`config.mk`:
```
export PLATFORM = sky130hd
export DESIGN_NAME = fttc_regs
export DESIGN_NICKNAME = d
export VERILOG_FILES = /design/src/fttc_pkg.sv /design/src/fttc_ovl_timer.sv /design/src/fttc_rate_gen.sv /design/src/fttc_regs.sv
export SDC_FILE = /design/constraint.sdc
export NUM_CORES = 1
export LEC_CHECK = 0
export BUFFER_PORTS_ARGS = -buffer_cell sky130_fd_sc_hd__buf_2
export CAP_MARGIN = 10
export CORE_ASPECT_RATIO = 1.2
export CORE_MARGIN = 3
export CORE_UTILIZATION = 23
export CTS_CLUSTER_DIAMETER = 30
export CTS_CLUSTER_SIZE = 14
export DETAILED_ROUTE_END_ITERATION = 10
export SLEW_MARGIN = 0
export SYNTH_ARGS = -nofsm -noshare
export SYNTH_HDL_FRONTEND = slang
export SYNTH_SLANG_ARGS = --single-unit
```
`constraint.sdc`:
```
create_clock -name clock -period 2.3 [get_ports clock]
set_input_delay 0 -clock clock [delete_from_list [all_inputs] [get_ports clock]]
set_output_delay 0 -clock clock [all_outputs]
set_load 0.01 [all_outputs]
```
`src/fttc_pkg.sv`:
```
// Package of register indices, field positions, reset values and timing counts for the fan and overlimit config block.
`default_nettype none
package fttc_pkg;
    // Clock rate and documented times, each in its own unit.
    localparam int unsigned CLK_PERIOD_NS = 10;
    localparam int unsigned STEP_TIME_US = 22760;
    localparam int unsigned SLOW_TIME_MS = 1000;
    localparam int unsigned FAST_TIME_MS = 250;
    // Cycle counts derived from the times; all exceed 4096 and become top-level parameters.
    localparam int unsigned STEP_CYCLES = STEP_TIME_US * 1000 / CLK_PERIOD_NS;
    localparam int unsigned SLOW_CYCLES = SLOW_TIME_MS * 1000000 / CLK_PERIOD_NS;
    localparam int unsigned FAST_CYCLES = FAST_TIME_MS * 1000000 / CLK_PERIOD_NS;

    // Register indices; the byte address on the bus is four times the index.
    localparam logic [7:0] IDX_STATUS = 8'h42;
    localparam logic [7:0] IDX_CFG = 8'h78;
    localparam logic [7:0] IDX_VALUE = 8'h79;
    localparam logic [7:0] IDX_LIMIT = 8'h7a;
    localparam logic [7:0] IDX_PPR = 8'h80;
    localparam logic [7:0] IDX_MASK = 8'h81;
    localparam logic [7:0] IDX_LOCK = 8'h82;

    // Field positions and masks of the pin and tach configuration register.
    localparam int unsigned CFG_ALERT_BIT = 0;
    localparam int unsigned CFG_OVL_EN_BIT = 1;
    localparam int unsigned CFG_FAST_BIT = 3;
    localparam int unsigned CFG_CONT_LSB = 4;
    localparam logic [7:0] CFG_LOCKABLE = 8'h0f;
    localparam logic [7:0] CFG_WRITABLE = 8'hfb;

    // Status bit positions and the lock bit.
    localparam int unsigned ST_ASSERT_BIT = 0;
    localparam int unsigned ST_OVERTIME_BIT = 5;
    localparam int unsigned LOCK_BIT = 0;

    // Reset values.
    localparam logic [7:0] CFG_RST = 8'h00;
    localparam logic [7:0] PPR_RST = 8'h55;
    localparam logic [7:0] LIMIT_RST = 8'hff;
    localparam logic [7:0] ZERO_RST = 8'h00;

    // Duration counter: shown once it reaches two steps, saturates at its top.
    localparam logic [7:0] SHOW_COUNT_MIN = 8'h02;
    localparam logic [7:0] COUNT_MAX = 8'hff;

    // Pulses counted per revolution for a 2-bit field: code plus one.
    function automatic logic [2:0] fttc_ppr_pulses(input logic [1:0] code);
        fttc_ppr_pulses = {1'b0, code} + 3'h1;
    endfunction : fttc_ppr_pulses
endpackage : fttc_pkg
`default_nettype wire

```
`src/fttc_ovl_timer.sv`:
```
// Overlimit assertion timer: step prescaler, saturating duration count and event pulses.
`timescale 1ns/1ns
`default_nettype none
module fttc_ovl_timer
    import fttc_pkg::*;
#(
    parameter int unsigned STEP_CYC = STEP_CYCLES
) (
    input wire logic clock,
    input wire logic arst_n,
    input wire logic asserted,
    input wire logic value_read,
    input wire logic [7:0] limit,
    output logic [7:0] value,
    output logic assert_event,
    output logic overtime_event
);
    typedef struct packed {
        logic asserted_d;
        logic restart;
        logic flag;
        logic [7:0] count;
        logic [31:0] presc;
        logic assert_ev;
        logic over_ev;
    } fttc_tmr_state_t;

    fttc_tmr_state_t state_ff;
    fttc_tmr_state_t nxt_state;
    logic rise;

    assign rise = asserted & ~state_ff.asserted_d;

    // Next state; a new assertion is applied after a read clear so the set wins.
    always_comb begin
        nxt_state = state_ff;
        nxt_state.asserted_d = asserted;
        nxt_state.assert_ev = 1'b0;
        nxt_state.over_ev = 1'b0;
        if (value_read) begin
            nxt_state.flag = 1'b0;
            nxt_state.restart = 1'b1;
        end
        if (rise) begin
            nxt_state.flag = 1'b1;
            nxt_state.assert_ev = 1'b1;
            nxt_state.presc = 32'h0000_0000;
            if (state_ff.restart || value_read) begin
                nxt_state.count = ZERO_RST;
                nxt_state.restart = 1'b0;
            end
            nxt_state.over_ev = (limit == ZERO_RST);
        end else if (asserted) begin
            if (state_ff.presc == 32'(STEP_CYC - 1)) begin
                nxt_state.presc = 32'h0000_0000;
                if (state_ff.count != COUNT_MAX) begin
                    nxt_state.count = state_ff.count + 8'h01;
                    nxt_state.over_ev = (limit != ZERO_RST) && (state_ff.count >= limit);
                end
            end else begin
                nxt_state.presc = state_ff.presc + 32'h0000_0001;
            end
        end
    end

    // State register.
    always_ff @(posedge clock or negedge arst_n) begin
        if (!arst_n) begin
            state_ff <= '0;
        end else begin
            state_ff <= nxt_state;
        end
    end

    // Short assertions show only the flag; longer ones show the whole count.
    assign value = (state_ff.count >= SHOW_COUNT_MIN) ? state_ff.count : {7'h00, state_ff.flag};
    assign assert_event = state_ff.assert_ev;
    assign overtime_event = state_ff.over_ev;

    a_upper_zero: assert property (@(posedge clock) disable iff (!arst_n)
        (state_ff.count < SHOW_COUNT_MIN) |-> (value[7:1] == 7'h00)) else $error("Upper value bits not zero.");
    a_flag_on_rise: assert property (@(posedge clock) disable iff (!arst_n)
        rise |=> state_ff.flag && assert_event) else $error("Assertion flag not set on rise.");
    a_count_saturates: assert property (@(posedge clock) disable iff (!arst_n)
        (state_ff.count == COUNT_MAX) && asserted && !rise |=> (state_ff.count == COUNT_MAX))
        else $error("Duration count wrapped.");
    a_zero_limit_now: assert property (@(posedge clock) disable iff (!arst_n)
        rise && (limit == ZERO_RST) |=> overtime_event) else $error("Zero limit did not alert at once.");
    c_long_assert: cover property (@(posedge clock) disable iff (!arst_n) overtime_event && (limit != ZERO_RST));
endmodule : fttc_ovl_timer
`default_nettype wire

```
`src/fttc_rate_gen.sv`:
```
// Fan speed measurement rate generator with per-channel continuous mode.
`timescale 1ns/1ns
`default_nettype none
module fttc_rate_gen
    import fttc_pkg::*;
#(
    parameter int unsigned SLOW_CYC = SLOW_CYCLES,
    parameter int unsigned FAST_CYC = FAST_CYCLES
) (
    input wire logic clock,
    input wire logic arst_n,
    input wire logic fast,
    input wire logic [3:0] cont,
    output logic [3:0] measure_start,
    output logic [3:0] pulse_stretch_enable
);
    typedef struct packed {
        logic [31:0] presc;
        logic start;
    } fttc_rate_state_t;

    fttc_rate_state_t state_ff;
    fttc_rate_state_t nxt_state;
    logic [31:0] last;

    // A count already past the fast end restarts the period at once when the rate rises, since the count is compared with >=.
    assign last = fast ? 32'(FAST_CYC - 1) : 32'(SLOW_CYC - 1);

    always_comb begin
        nxt_state = state_ff;
        nxt_state.start = 1'b0;
        if (state_ff.presc >= last) begin
            nxt_state.presc = 32'h0000_0000;
            nxt_state.start = 1'b1;
        end else begin
            nxt_state.presc = state_ff.presc + 32'h0000_0001;
        end
    end

    // State register.
    always_ff @(posedge clock or negedge arst_n) begin
        if (!arst_n) begin
            state_ff <= '0;
        end else begin
            state_ff <= nxt_state;
        end
    end

    // Continuous channels need no start pulse and never stretch.
    assign measure_start = {4{state_ff.start}} & ~cont;
    assign pulse_stretch_enable = ~cont;

    a_period_reload: assert property (@(posedge clock) disable iff (!arst_n)
        state_ff.start |-> ($past(state_ff.presc) >= (fast ? 32'(FAST_CYC - 1) : 32'(SLOW_CYC - 1)))
        || $past(fast) != fast) else $error("Measurement started early.");
    c_fast_start: cover property (@(posedge clock) disable iff (!arst_n) state_ff.start && fast);
endmodule : fttc_rate_gen
`default_nettype wire

```
`src/fttc_regs.sv`:
```
// Register bank for fan tach configuration, overlimit timer and shared pin selection.
// What this block does
// - Alert-select 1 makes shared pin the alert output; 0 makes it fan-two drive.
// - Config bit 1 enables overlimit function on its pin instead of 2.5 V monitoring.
// - Fast bit makes fan measurements repeat every 250 ms instead of each second.
// - Each continuous bit measures its fan continuously and stops pulse stretching.
// - With lock set, config bits 3:0 ignore writes; bits 7:4 stay writable.
// - Upper seven timer bits read zero until assertion exceeds 45.52 ms.
// - Timer bit 0 sets on overlimit assertion and clears when register is read.
// - Past 45.52 ms bit 0 is LSB of 8-bit count, 22.76 ms steps.
// - Duration above the 8-bit limit sets status bit 5.
// - Limit 0x00 raises the interrupt immediately on assertion.
// - Four 2-bit fields select one to four pulses per revolution, default two.
`timescale 1ns/1ns
`default_nettype none
module fttc_regs
    import fttc_pkg::*;
#(
    parameter int unsigned STEP_CYC = STEP_CYCLES,
    parameter int unsigned SLOW_CYC = SLOW_CYCLES,
    parameter int unsigned FAST_CYC = FAST_CYCLES
) (
    input wire logic clock,
    input wire logic arst_n,
    input wire logic [9:0] avs_address,
    input wire logic avs_read,
    input wire logic avs_write,
    input wire logic [31:0] avs_writedata,
    output logic [31:0] avs_readdata,
    output logic avs_waitrequest,
    output logic irq,
    input wire logic thermal_overlimit_line_n,
    input wire logic second_fan_drive_output,
    output logic shared_pin_out,
    output logic shared_pin_oe,
    output logic overlimit_pin_enable,
    output logic voltage_monitor_enable,
    output logic fast_rate,
    output logic continuous_measure_one,
    output logic continuous_measure_two,
    output logic continuous_measure_three,
    output logic continuous_measure_four,
    output logic [3:0] measure_start,
    output logic [3:0] pulse_stretch_enable,
    output logic [2:0] pulse_count_first_fan,
    output logic [2:0] pulse_count_second_fan,
    output logic [2:0] pulse_count_third_fan,
    output logic [2:0] pulse_count_fourth_fan
);
    typedef struct packed {
        logic [7:0] cfg;
        logic [7:0] ppr;
        logic [7:0] limit;
        logic [7:0] status;
        logic [7:0] mask;
        logic lock;
        logic ack;
        logic [31:0] rdata;
    } fttc_regs_state_t;

    fttc_regs_state_t state_ff;
    fttc_regs_state_t nxt_state;
    logic [7:0] idx;
    logic aligned;
    logic busy;
    logic wr_take;
    logic rd_take;
    logic value_read;
    logic ovl_asserted;
    logic [7:0] timer_value;
    logic assert_event;
    logic overtime_event;
    logic [7:0] rd_mux;

    // True when the access is an aligned word at the given register index.
    function automatic logic hits(input logic [7:0] a, input logic al, input logic [7:0] reg_idx);
        hits = al && (a == reg_idx);
    endfunction : hits

    // Bus decode; a request waits exactly one cycle, then completes.
    assign idx = avs_address[9:2];
    assign aligned = (avs_address[1:0] == 2'b00);
    assign busy = (avs_read || avs_write) && !state_ff.ack;
    assign avs_waitrequest = busy;
    assign wr_take = avs_write && state_ff.ack;
    assign rd_take = avs_read && state_ff.ack;
    assign value_read = rd_take && hits(idx, aligned, IDX_VALUE);

    // The overlimit input only counts when its pin function is enabled.
    assign ovl_asserted = state_ff.cfg[CFG_OVL_EN_BIT] && !thermal_overlimit_line_n;

    // Read multiplexer; unmapped or misaligned addresses read as zero.
    always_comb begin
        rd_mux = ZERO_RST;
        if (hits(idx, aligned, IDX_CFG)) begin
            rd_mux = state_ff.cfg;
        end else if (hits(idx, aligned, IDX_VALUE)) begin
            rd_mux = timer_value;
        end else if (hits(idx, aligned, IDX_LIMIT)) begin
            rd_mux = state_ff.limit;
        end else if (hits(idx, aligned, IDX_PPR)) begin
            rd_mux = state_ff.ppr;
        end else if (hits(idx, aligned, IDX_STATUS)) begin
            rd_mux = state_ff.status;
        end else if (hits(idx, aligned, IDX_MASK)) begin
            rd_mux = state_ff.mask;
        end else if (hits(idx, aligned, IDX_LOCK)) begin
            rd_mux = {7'h00, state_ff.lock};
        end
    end

    // Next state. Read data is captured in the waiting cycle and stands while waitrequest is low.
    always_comb begin
        nxt_state = state_ff;
        nxt_state.ack = busy;
        if (busy) begin
            nxt_state.rdata = {24'h00_0000, rd_mux};
        end
        if (wr_take) begin
            if (hits(idx, aligned, IDX_CFG)) begin
                if (state_ff.lock) begin
                    nxt_state.cfg = (state_ff.cfg & CFG_LOCKABLE) | (avs_writedata[7:0] & ~CFG_LOCKABLE);
                end else begin
                    nxt_state.cfg = avs_writedata[7:0] & CFG_WRITABLE;
                end
            end else if (hits(idx, aligned, IDX_LIMIT)) begin
                nxt_state.limit = avs_writedata[7:0];
            end else if (hits(idx, aligned, IDX_PPR)) begin
                nxt_state.ppr = avs_writedata[7:0];
            end else if (hits(idx, aligned, IDX_MASK)) begin
                nxt_state.mask = avs_writedata[7:0];
            end else if (hits(idx, aligned, IDX_LOCK)) begin
                nxt_state.lock = state_ff.lock | avs_writedata[LOCK_BIT];
            end
        end
        // Only bits that were returned are cleared, so an event caught after capture is kept.
        if (rd_take && hits(idx, aligned, IDX_STATUS)) begin
            nxt_state.status = state_ff.status & ~state_ff.rdata[7:0];
        end
        // Sets come last so an event in the clearing cycle wins.
        if (assert_event) begin
            nxt_state.status[ST_ASSERT_BIT] = 1'b1;
        end
        if (overtime_event) begin
            nxt_state.status[ST_OVERTIME_BIT] = 1'b1;
        end
    end

    // State register.
    always_ff @(posedge clock or negedge arst_n) begin
        if (!arst_n) begin
            state_ff.cfg <= CFG_RST;
            state_ff.ppr <= PPR_RST;
            state_ff.limit <= LIMIT_RST;
            state_ff.status <= ZERO_RST;
            state_ff.mask <= ZERO_RST;
            state_ff.lock <= 1'b0;
            state_ff.ack <= 1'b0;
            state_ff.rdata <= 32'h0000_0000;
        end else begin
            state_ff <= nxt_state;
        end
    end

    assign avs_readdata = state_ff.rdata;

    // A mask bit of one hides its status bit from the interrupt.
    assign irq = |(state_ff.status & ~state_ff.mask);

    // Shared pin: open-drain active-low alert, or push-pull fan drive.
    assign shared_pin_out = state_ff.cfg[CFG_ALERT_BIT] ? 1'b0 : second_fan_drive_output;
    assign shared_pin_oe = state_ff.cfg[CFG_ALERT_BIT] ? irq : 1'b1;

    // Pin function and measurement mode levels.
    assign overlimit_pin_enable = state_ff.cfg[CFG_OVL_EN_BIT];
    assign voltage_monitor_enable = !state_ff.cfg[CFG_OVL_EN_BIT];
    assign fast_rate = state_ff.cfg[CFG_FAST_BIT];
    assign continuous_measure_one = state_ff.cfg[CFG_CONT_LSB];
    assign continuous_measure_two = state_ff.cfg[CFG_CONT_LSB + 1];
    assign continuous_measure_three = state_ff.cfg[CFG_CONT_LSB + 2];
    assign continuous_measure_four = state_ff.cfg[CFG_CONT_LSB + 3];

    // Pulses counted per revolution for each fan.
    assign pulse_count_first_fan = fttc_ppr_pulses(state_ff.ppr[1:0]);
    assign pulse_count_second_fan = fttc_ppr_pulses(state_ff.ppr[3:2]);
    assign pulse_count_third_fan = fttc_ppr_pulses(state_ff.ppr[5:4]);
    assign pulse_count_fourth_fan = fttc_ppr_pulses(state_ff.ppr[7:6]);

    // Overlimit duration timer.
    fttc_ovl_timer #(
        .STEP_CYC(STEP_CYC)
    ) u_timer (
        .clock(clock),
        .arst_n(arst_n),
        .asserted(ovl_asserted),
        .value_read(value_read),
        .limit(state_ff.limit),
        .value(timer_value),
        .assert_event(assert_event),
        .overtime_event(overtime_event)
    );

    // Measurement rate generator.
    fttc_rate_gen #(
        .SLOW_CYC(SLOW_CYC),
        .FAST_CYC(FAST_CYC)
    ) u_rate (
        .clock(clock),
        .arst_n(arst_n),
        .fast(state_ff.cfg[CFG_FAST_BIT]),
        .cont(state_ff.cfg[CFG_CONT_LSB +: 4]),
        .measure_start(measure_start),
        .pulse_stretch_enable(pulse_stretch_enable)
    );

    // Assertions on the pin mux, lock, status and bus timing.
    a_alert_pin_mode: assert property (@(posedge clock) disable iff (!arst_n)
        state_ff.cfg[CFG_ALERT_BIT] |-> !shared_pin_out && (shared_pin_oe == irq))
        else $error("Shared pin not acting as alert.");
    a_fan_pin_mode: assert property (@(posedge clock) disable iff (!arst_n)
        !state_ff.cfg[CFG_ALERT_BIT] |-> shared_pin_oe && (shared_pin_out == second_fan_drive_output))
        else $error("Shared pin not acting as fan drive.");
    a_ovl_gating: assert property (@(posedge clock) disable iff (!arst_n)
        !overlimit_pin_enable |=> !u_timer.state_ff.assert_ev) else $error("Disabled overlimit input counted.");
    a_cont_no_stretch: assert property (@(posedge clock) disable iff (!arst_n)
        continuous_measure_one |-> !pulse_stretch_enable[0] && !measure_start[0])
        else $error("Continuous channel still stretched.");
    a_lock_low_bits: assert property (@(posedge clock) disable iff (!arst_n)
        wr_take && state_ff.lock && hits(idx, aligned, IDX_CFG) |=>
        (state_ff.cfg[3:0] == $past(state_ff.cfg[3:0])) && (state_ff.cfg[7:4] == $past(avs_writedata[7:4])))
        else $error("Locked config bits changed.");
    a_overtime_status: assert property (@(posedge clock) disable iff (!arst_n)
        overtime_event |=> state_ff.status[ST_OVERTIME_BIT]) else $error("Overtime did not set status.");
    a_ppr_default: assert property (@(posedge clock) disable iff (!arst_n)
        (state_ff.ppr[1:0] == 2'b01) |-> (pulse_count_first_fan == 3'h2)) else $error("Default pulse count wrong.");
    a_value_clear: assert property (@(posedge clock) disable iff (!arst_n)
        value_read && !ovl_asserted && (timer_value < SHOW_COUNT_MIN) |=> !timer_value[0])
        else $error("Timer flag not cleared by read.");
    a_wait_one: assert property (@(posedge clock) disable iff (!arst_n)
        busy |=> !avs_waitrequest) else $error("Waitrequest held longer than one cycle.");

    c_cfg_write: cover property (@(posedge clock) disable iff (!arst_n) wr_take && hits(idx, aligned, IDX_CFG));
    c_status_irq: cover property (@(posedge clock) disable iff (!arst_n) irq && state_ff.cfg[CFG_ALERT_BIT]);
endmodule : fttc_regs
`default_nettype wire

```
# Word-level counts from Yosys, hierarchy flattened
# Index checks and enable logic that the tools add are counted.
dict set report totals {
  ram_bits 0
  regBits 128
  latchBits 0
  n_memories 0
  input_bits 48
  romBits 0
}
dict set report classes {
  n_lt_le_gt_ge 3
  reduce_logical 35
  bitwise_logic 14
  mul 0
  n_div 0
  addsub 7
  muxes 31
  n_eq_ne 10
  n_shift 0
}
# cell n
set ops {}
lappend ops {{$mux 8} 11}
lappend ops {{$mux 40} 2}
lappend ops {{$add 32x1->32 const B} 2}
lappend ops {{$mux 32} 2}
lappend ops {{$eq 32x22->1 const B} 1}
lappend ops {{$eq 8x7->1 const B} 4}
lappend ops {{$ge 32x32->1} 1}
lappend ops {{$mux 27} 1}
lappend ops {{$eq 8x8->1 const B} 3}
lappend ops {{$and 8x8->8} 2}
lappend ops {{$not 8->8} 2}
lappend ops {{$logic_and 1x1->1} 14}
lappend ops {{$add 2x1->3 const B} 4}
lappend ops {{$mux 1} 12}
lappend ops {{$reduce_bool 2->1} 6}
lappend ops {{$add 8x1->8 const B} 1}
lappend ops {{$ge 8x2->1 const B} 1}
lappend ops {{$ge 8x8->1} 1}
lappend ops {{$logic_not 8->1} 1}
lappend ops {{$ne 8x8->1 const B} 1}
lappend ops {{$or 4x8->8} 1}
lappend ops {{$reduce_and 4->1} 2}
lappend ops {{$reduce_bool 8->1} 1}
lappend ops {{$reduce_or 8->1} 1}
lappend ops {{other kinds (15)} 23}

# Longest topological paths before layout
dict set report depth {
  depth_word 9
  ltp_mapped 8
  mapped_depth_nobuf 7
}

# By module
# A second synthesis with hierarchy kept.
dict set report hier_totals {
  cells_unflattened 758
  hier_area_um2 7522.2
}
# mod seq_area_each_um2 cells_each area_each_um2 n_inst
set by_module_without_submodules {}
lappend by_module_without_submodules {fttc_regs 1241.2 273 2896.5 1}
lappend by_module_without_submodules {fttc_ovl_timer 1126.1 284 2600.0 1}
lappend by_module_without_submodules {fttc_rate_gen 825.8 201 2025.7 1}

# Worst setup path before layout
# No wires, ideal clock.
dict set report synth_timing {
  path_type {flip-flop to flip-flop}
  from {reg state_ff, in the netlist fast_rate}
  to {reg u_rate.state_ff[10] (netlist bit)}
  path_buffers 1
  arrival_ns 2.151
  required_ns 2.168
  setup_slack_ns 0.017
  stages_incl_launch_ff 9
  period_less_slack_ns 2.283
  setup_time_ns 0.132
  path_cell_list {dfrtp_1 inv_1 ha_1 nand4_1 nor4b_1 a2111oi_0 a21oi_1 clkbuf_1 nor2_1}
}
# element line
set synth_lines {}
lappend synth_lines {{start, declared} fttc_regs.sv:61} ;# fttc_regs_state_t state_ff;
lappend synth_lines {{start signal, assigned} fttc_regs.sv:161} ;# state_ff <= nxt_state;
lappend synth_lines {{end signal, assigned} fttc_rate_gen.sv:45} ;# state_ff <= nxt_state;
lappend synth_lines {{end, declared} fttc_rate_gen.sv:22} ;# fttc_rate_state_t state_ff;

# Worst setup path in the final report
dict set report layout_timing {
  from {reg u_timer.state_ff[31] (netlist bit)}
  to {reg u_timer.state_ff[39] (netlist bit)}
}
dict set report layout_between {
  elab_chain_cells 3
}
# element line
set layout_rtl {}
lappend layout_rtl {{start, declared} fttc_ovl_timer.sv:28} ;# fttc_tmr_state_t state_ff;
lappend layout_rtl {{start signal, assigned} fttc_ovl_timer.sv:71} ;# state_ff <= nxt_state;
lappend layout_rtl {{$eq 32x22->1} fttc_ovl_timer.sv:54} ;# if (state_ff.presc == 32'(STEP_CYC - 1)) begin
lappend layout_rtl {{$reduce_bool 2->1 (no line)} --}
lappend layout_rtl {{$reduce_and 4->1 (no line)} --}
# Every way passes these cells.
# A chain may end at the register's enable or synchronous reset.

==> results.txt <==
worst setup margin: 0.161 ns
share of synthesized registers carrying an async set or reset: 100%
sequential-to-total area share from yosys stat: 45.3%
Yosys warning total: 0
DR DRC count: 0
number of slew-limit violations in the final report: 0
Nets: 898
max-cap viol count: 0
Antenna Violating Nets Remaining: 0
dpl ws: 0.111 ns
Yosys top cell area share: 40.8%
synth cell count leaders: dfrtp_1, nor2_1, nand2_1
Inserted Clock Buffers: 17
Worst Reg-to-Reg Cells: 5
Post-CTS Setup Repair Bufs: 0
hpwl dp: 12900 um
r2r setup slk: 0.16 ns
Pwr Density: 607 nW/um2
die area: 32800 um2
largest net degree at the start of global routing: 111
arrival time worst endpoint: 2.49 ns
clk sinks: 127
diode count: 0
CTS root buf: clkbuf_16
Starting Density: 23.5%
wire length per cell: 14.3 um
routed via count: 5590
Hold Vio Cnt, Final: 0
all-layer global routing usage: 10.9%
die width: 166 um
Yosys cell types: 60
Buffers on Ports: 62
total power: 5.18 mW
Routed Wire Length: 17600 um
Worst Skew: 0.00835 ns
grt total ovfl: 0
Worst-Margin Slew: 0.709 ns
RSZ-0062 raised after global routing: yes
post-synth design cell area: 7050 um2
Worst EP required: 2.65 ns
CTS clk-pin slew, worst paths: 0.06 ns
worst hold path class: in -> async
io pins: 111
final setup fails: 0
count leader, synth: dfrtp_1
global-route wire length before repair: 29300 um
Crit Path Class: reg -> reg
flop and latch count out of synthesis: 127
routed vias/inst: 4.55
CP max FO: 3
Critical R2R Launch: u_timer.state_ff[31]
Syn Inst Count: 736
final period utilization: 93.0%
EDFF count, synth: 0
CTS tree: done
DP Cell Count: 1186
top cells by area, synth: dfrtp_1, xnor2_1, dfstp_2
critical path endpoint category: flop
core area: 30000 um2
fmax: 468 MHz
Leakage: 3.74 nW
Layout area overhead: 20.9%
status: finished clean
Yosys top cell by area: dfrtp_1
syn_area_per_cell: 9.58 um2
startpoint types: flop
Placer Congestion: 0.832
Clock Path Buffers: 2
share of cells above drive strength 1: 21.0%
H-tree lvl count: 4
number of global-route vias before repair: 5580
antenna violations before repair: 1
post-route minimum period: 2.14 ns
max_slew headroom: 52.3%
num rows: 69
clk_lat worst skew: 0.43 ns
Non-Filler Instances: 1229
Worst VDD drop: 475 uV
Post-synth top flop: dfrtp_1
worst r2r dst: u_timer.state_ff[39]
1st-pass router iterations: 4
Die Y: 198 um
1st-iter DRT viols: 445
[stage by stage]
step / setup TNS (ns) / util (%) / hold WS (ns) / instance area (um2)
2_1_floorplan: 0 / - / -0.296 / 7160
3_3_place_gp: 0 / 26.1 / -0.0975 / 7830
3_5_place_dp: 0 / 26.1 / -0.0945 / 7830
4_1_cts: 0 / 28.4 / 0.0197 / 8520
5_1_grt: -0.00147 / 28.5 / 0.0390 / 8530
6_report: 0 / 28.5 / 0.00356 / 8530
[cells by family after synthesis]
logic type / Yosys count / synth area share [%]
adders and majority gates: 24 / 4.26
xor gates and xnor gates: 54 / 6.70
buffers and inverters: 100 / 7.25
other: 1 / 0.0532
and+or+nand+nor: 305 / 22.6
DFF: 127 / 45.3
AOI/OAI and AO/OA: 86 / 7.70
muxes: 39 / 6.17
[worst max path at each step]
stage / from / endpoint / cells past startpoint
detailed placement: u_timer.state_ff[7] / u_timer.state_ff[39] / 5
global placement: u_timer.state_ff[7] / u_timer.state_ff[6] / 7
CTS: u_timer.state_ff[7] / u_timer.state_ff[39] / 5
finish: u_timer.state_ff[31] / u_timer.state_ff[39] / 5
global route: fast_rate / u_rate.state_ff[13] / 8
floorplan: fast_rate / u_rate.state_ff[10] / 8
[power breakdown]
part           internal [mW]  switching [mW]  leakage, nW
sequential              2.26          0.0234         1.64
clock                   1.45            1.18        0.288
combinational         0.0865           0.169         1.81
total                   3.80            1.38         3.74
[worst max-delay path, cell delays in order (launching register included)]
cell,delay [ns]
dfrtp_1,0.40
nor4b_1,0.49
nand4_1,0.18
or2_2,0.31
or4_1,0.52
a21oi_1,0.16
[flip-flops by register name (all words and copies together), names as in the netlist, 8 cells and up]
| signal | cells |
|---|---|
| u_timer.state_ff | 43 |
| state_ff | 35 |
| u_rate.state_ff | 33 |
| avs_readdata | 8 |
[per-layer routing]
metal	track usage [%]	vias up	share of wire, %
li1	-	2692	-
met3	2.48	18	4.1
met1	13.2	2742	44
met5	0	-	0.040
met2	19.1	136	50
met4	3.61	2	1.7
[layout by cell type (no fill, tap or decap), types with 5 or more instances in the layout]
cell	count
conb_1	28
xor2_1	7
inv_1	44
o22ai_1	6
and4_1	8
dfstp_2	12
a21oi_1	25
dfrtp_1	115
mux2_2	24
buf_4	27
xnor2_1	47
mux2i_1	12
o21ai_0	20
nand2b_1	8
and3_1	13
nand3_1	31
nand2_1	56
inv_6	8
nor4_1	24
nor3_1	24
dlygate4sd3_1	11
ha_1	24
nor2b_1	10
clkbuf_16	17
or3_1	5
nand4_1	12
buf_2	61
nor2_1	84
[what timing repair did]
action,in CTS,in global routing
setup endpoints to repair,0,43
hold endpoints to repair,150,0
hold buffers,11,0
resized for setup,0,2
[final cells by class]
class | count | area (um2)
Sequential cell | 127 | 3190
Tap cell | 390 | 488
Timing Repair Buffer | 100 | 638
Multi-Input combinational cell | 536 | 3460
Fill cell | 3114 | 21400
Inverter | 44 | 165
Clock inverter | 15 | 156
Clock buffer | 17 | 425
No activity file was read; power rests on OpenSTA's default activity.
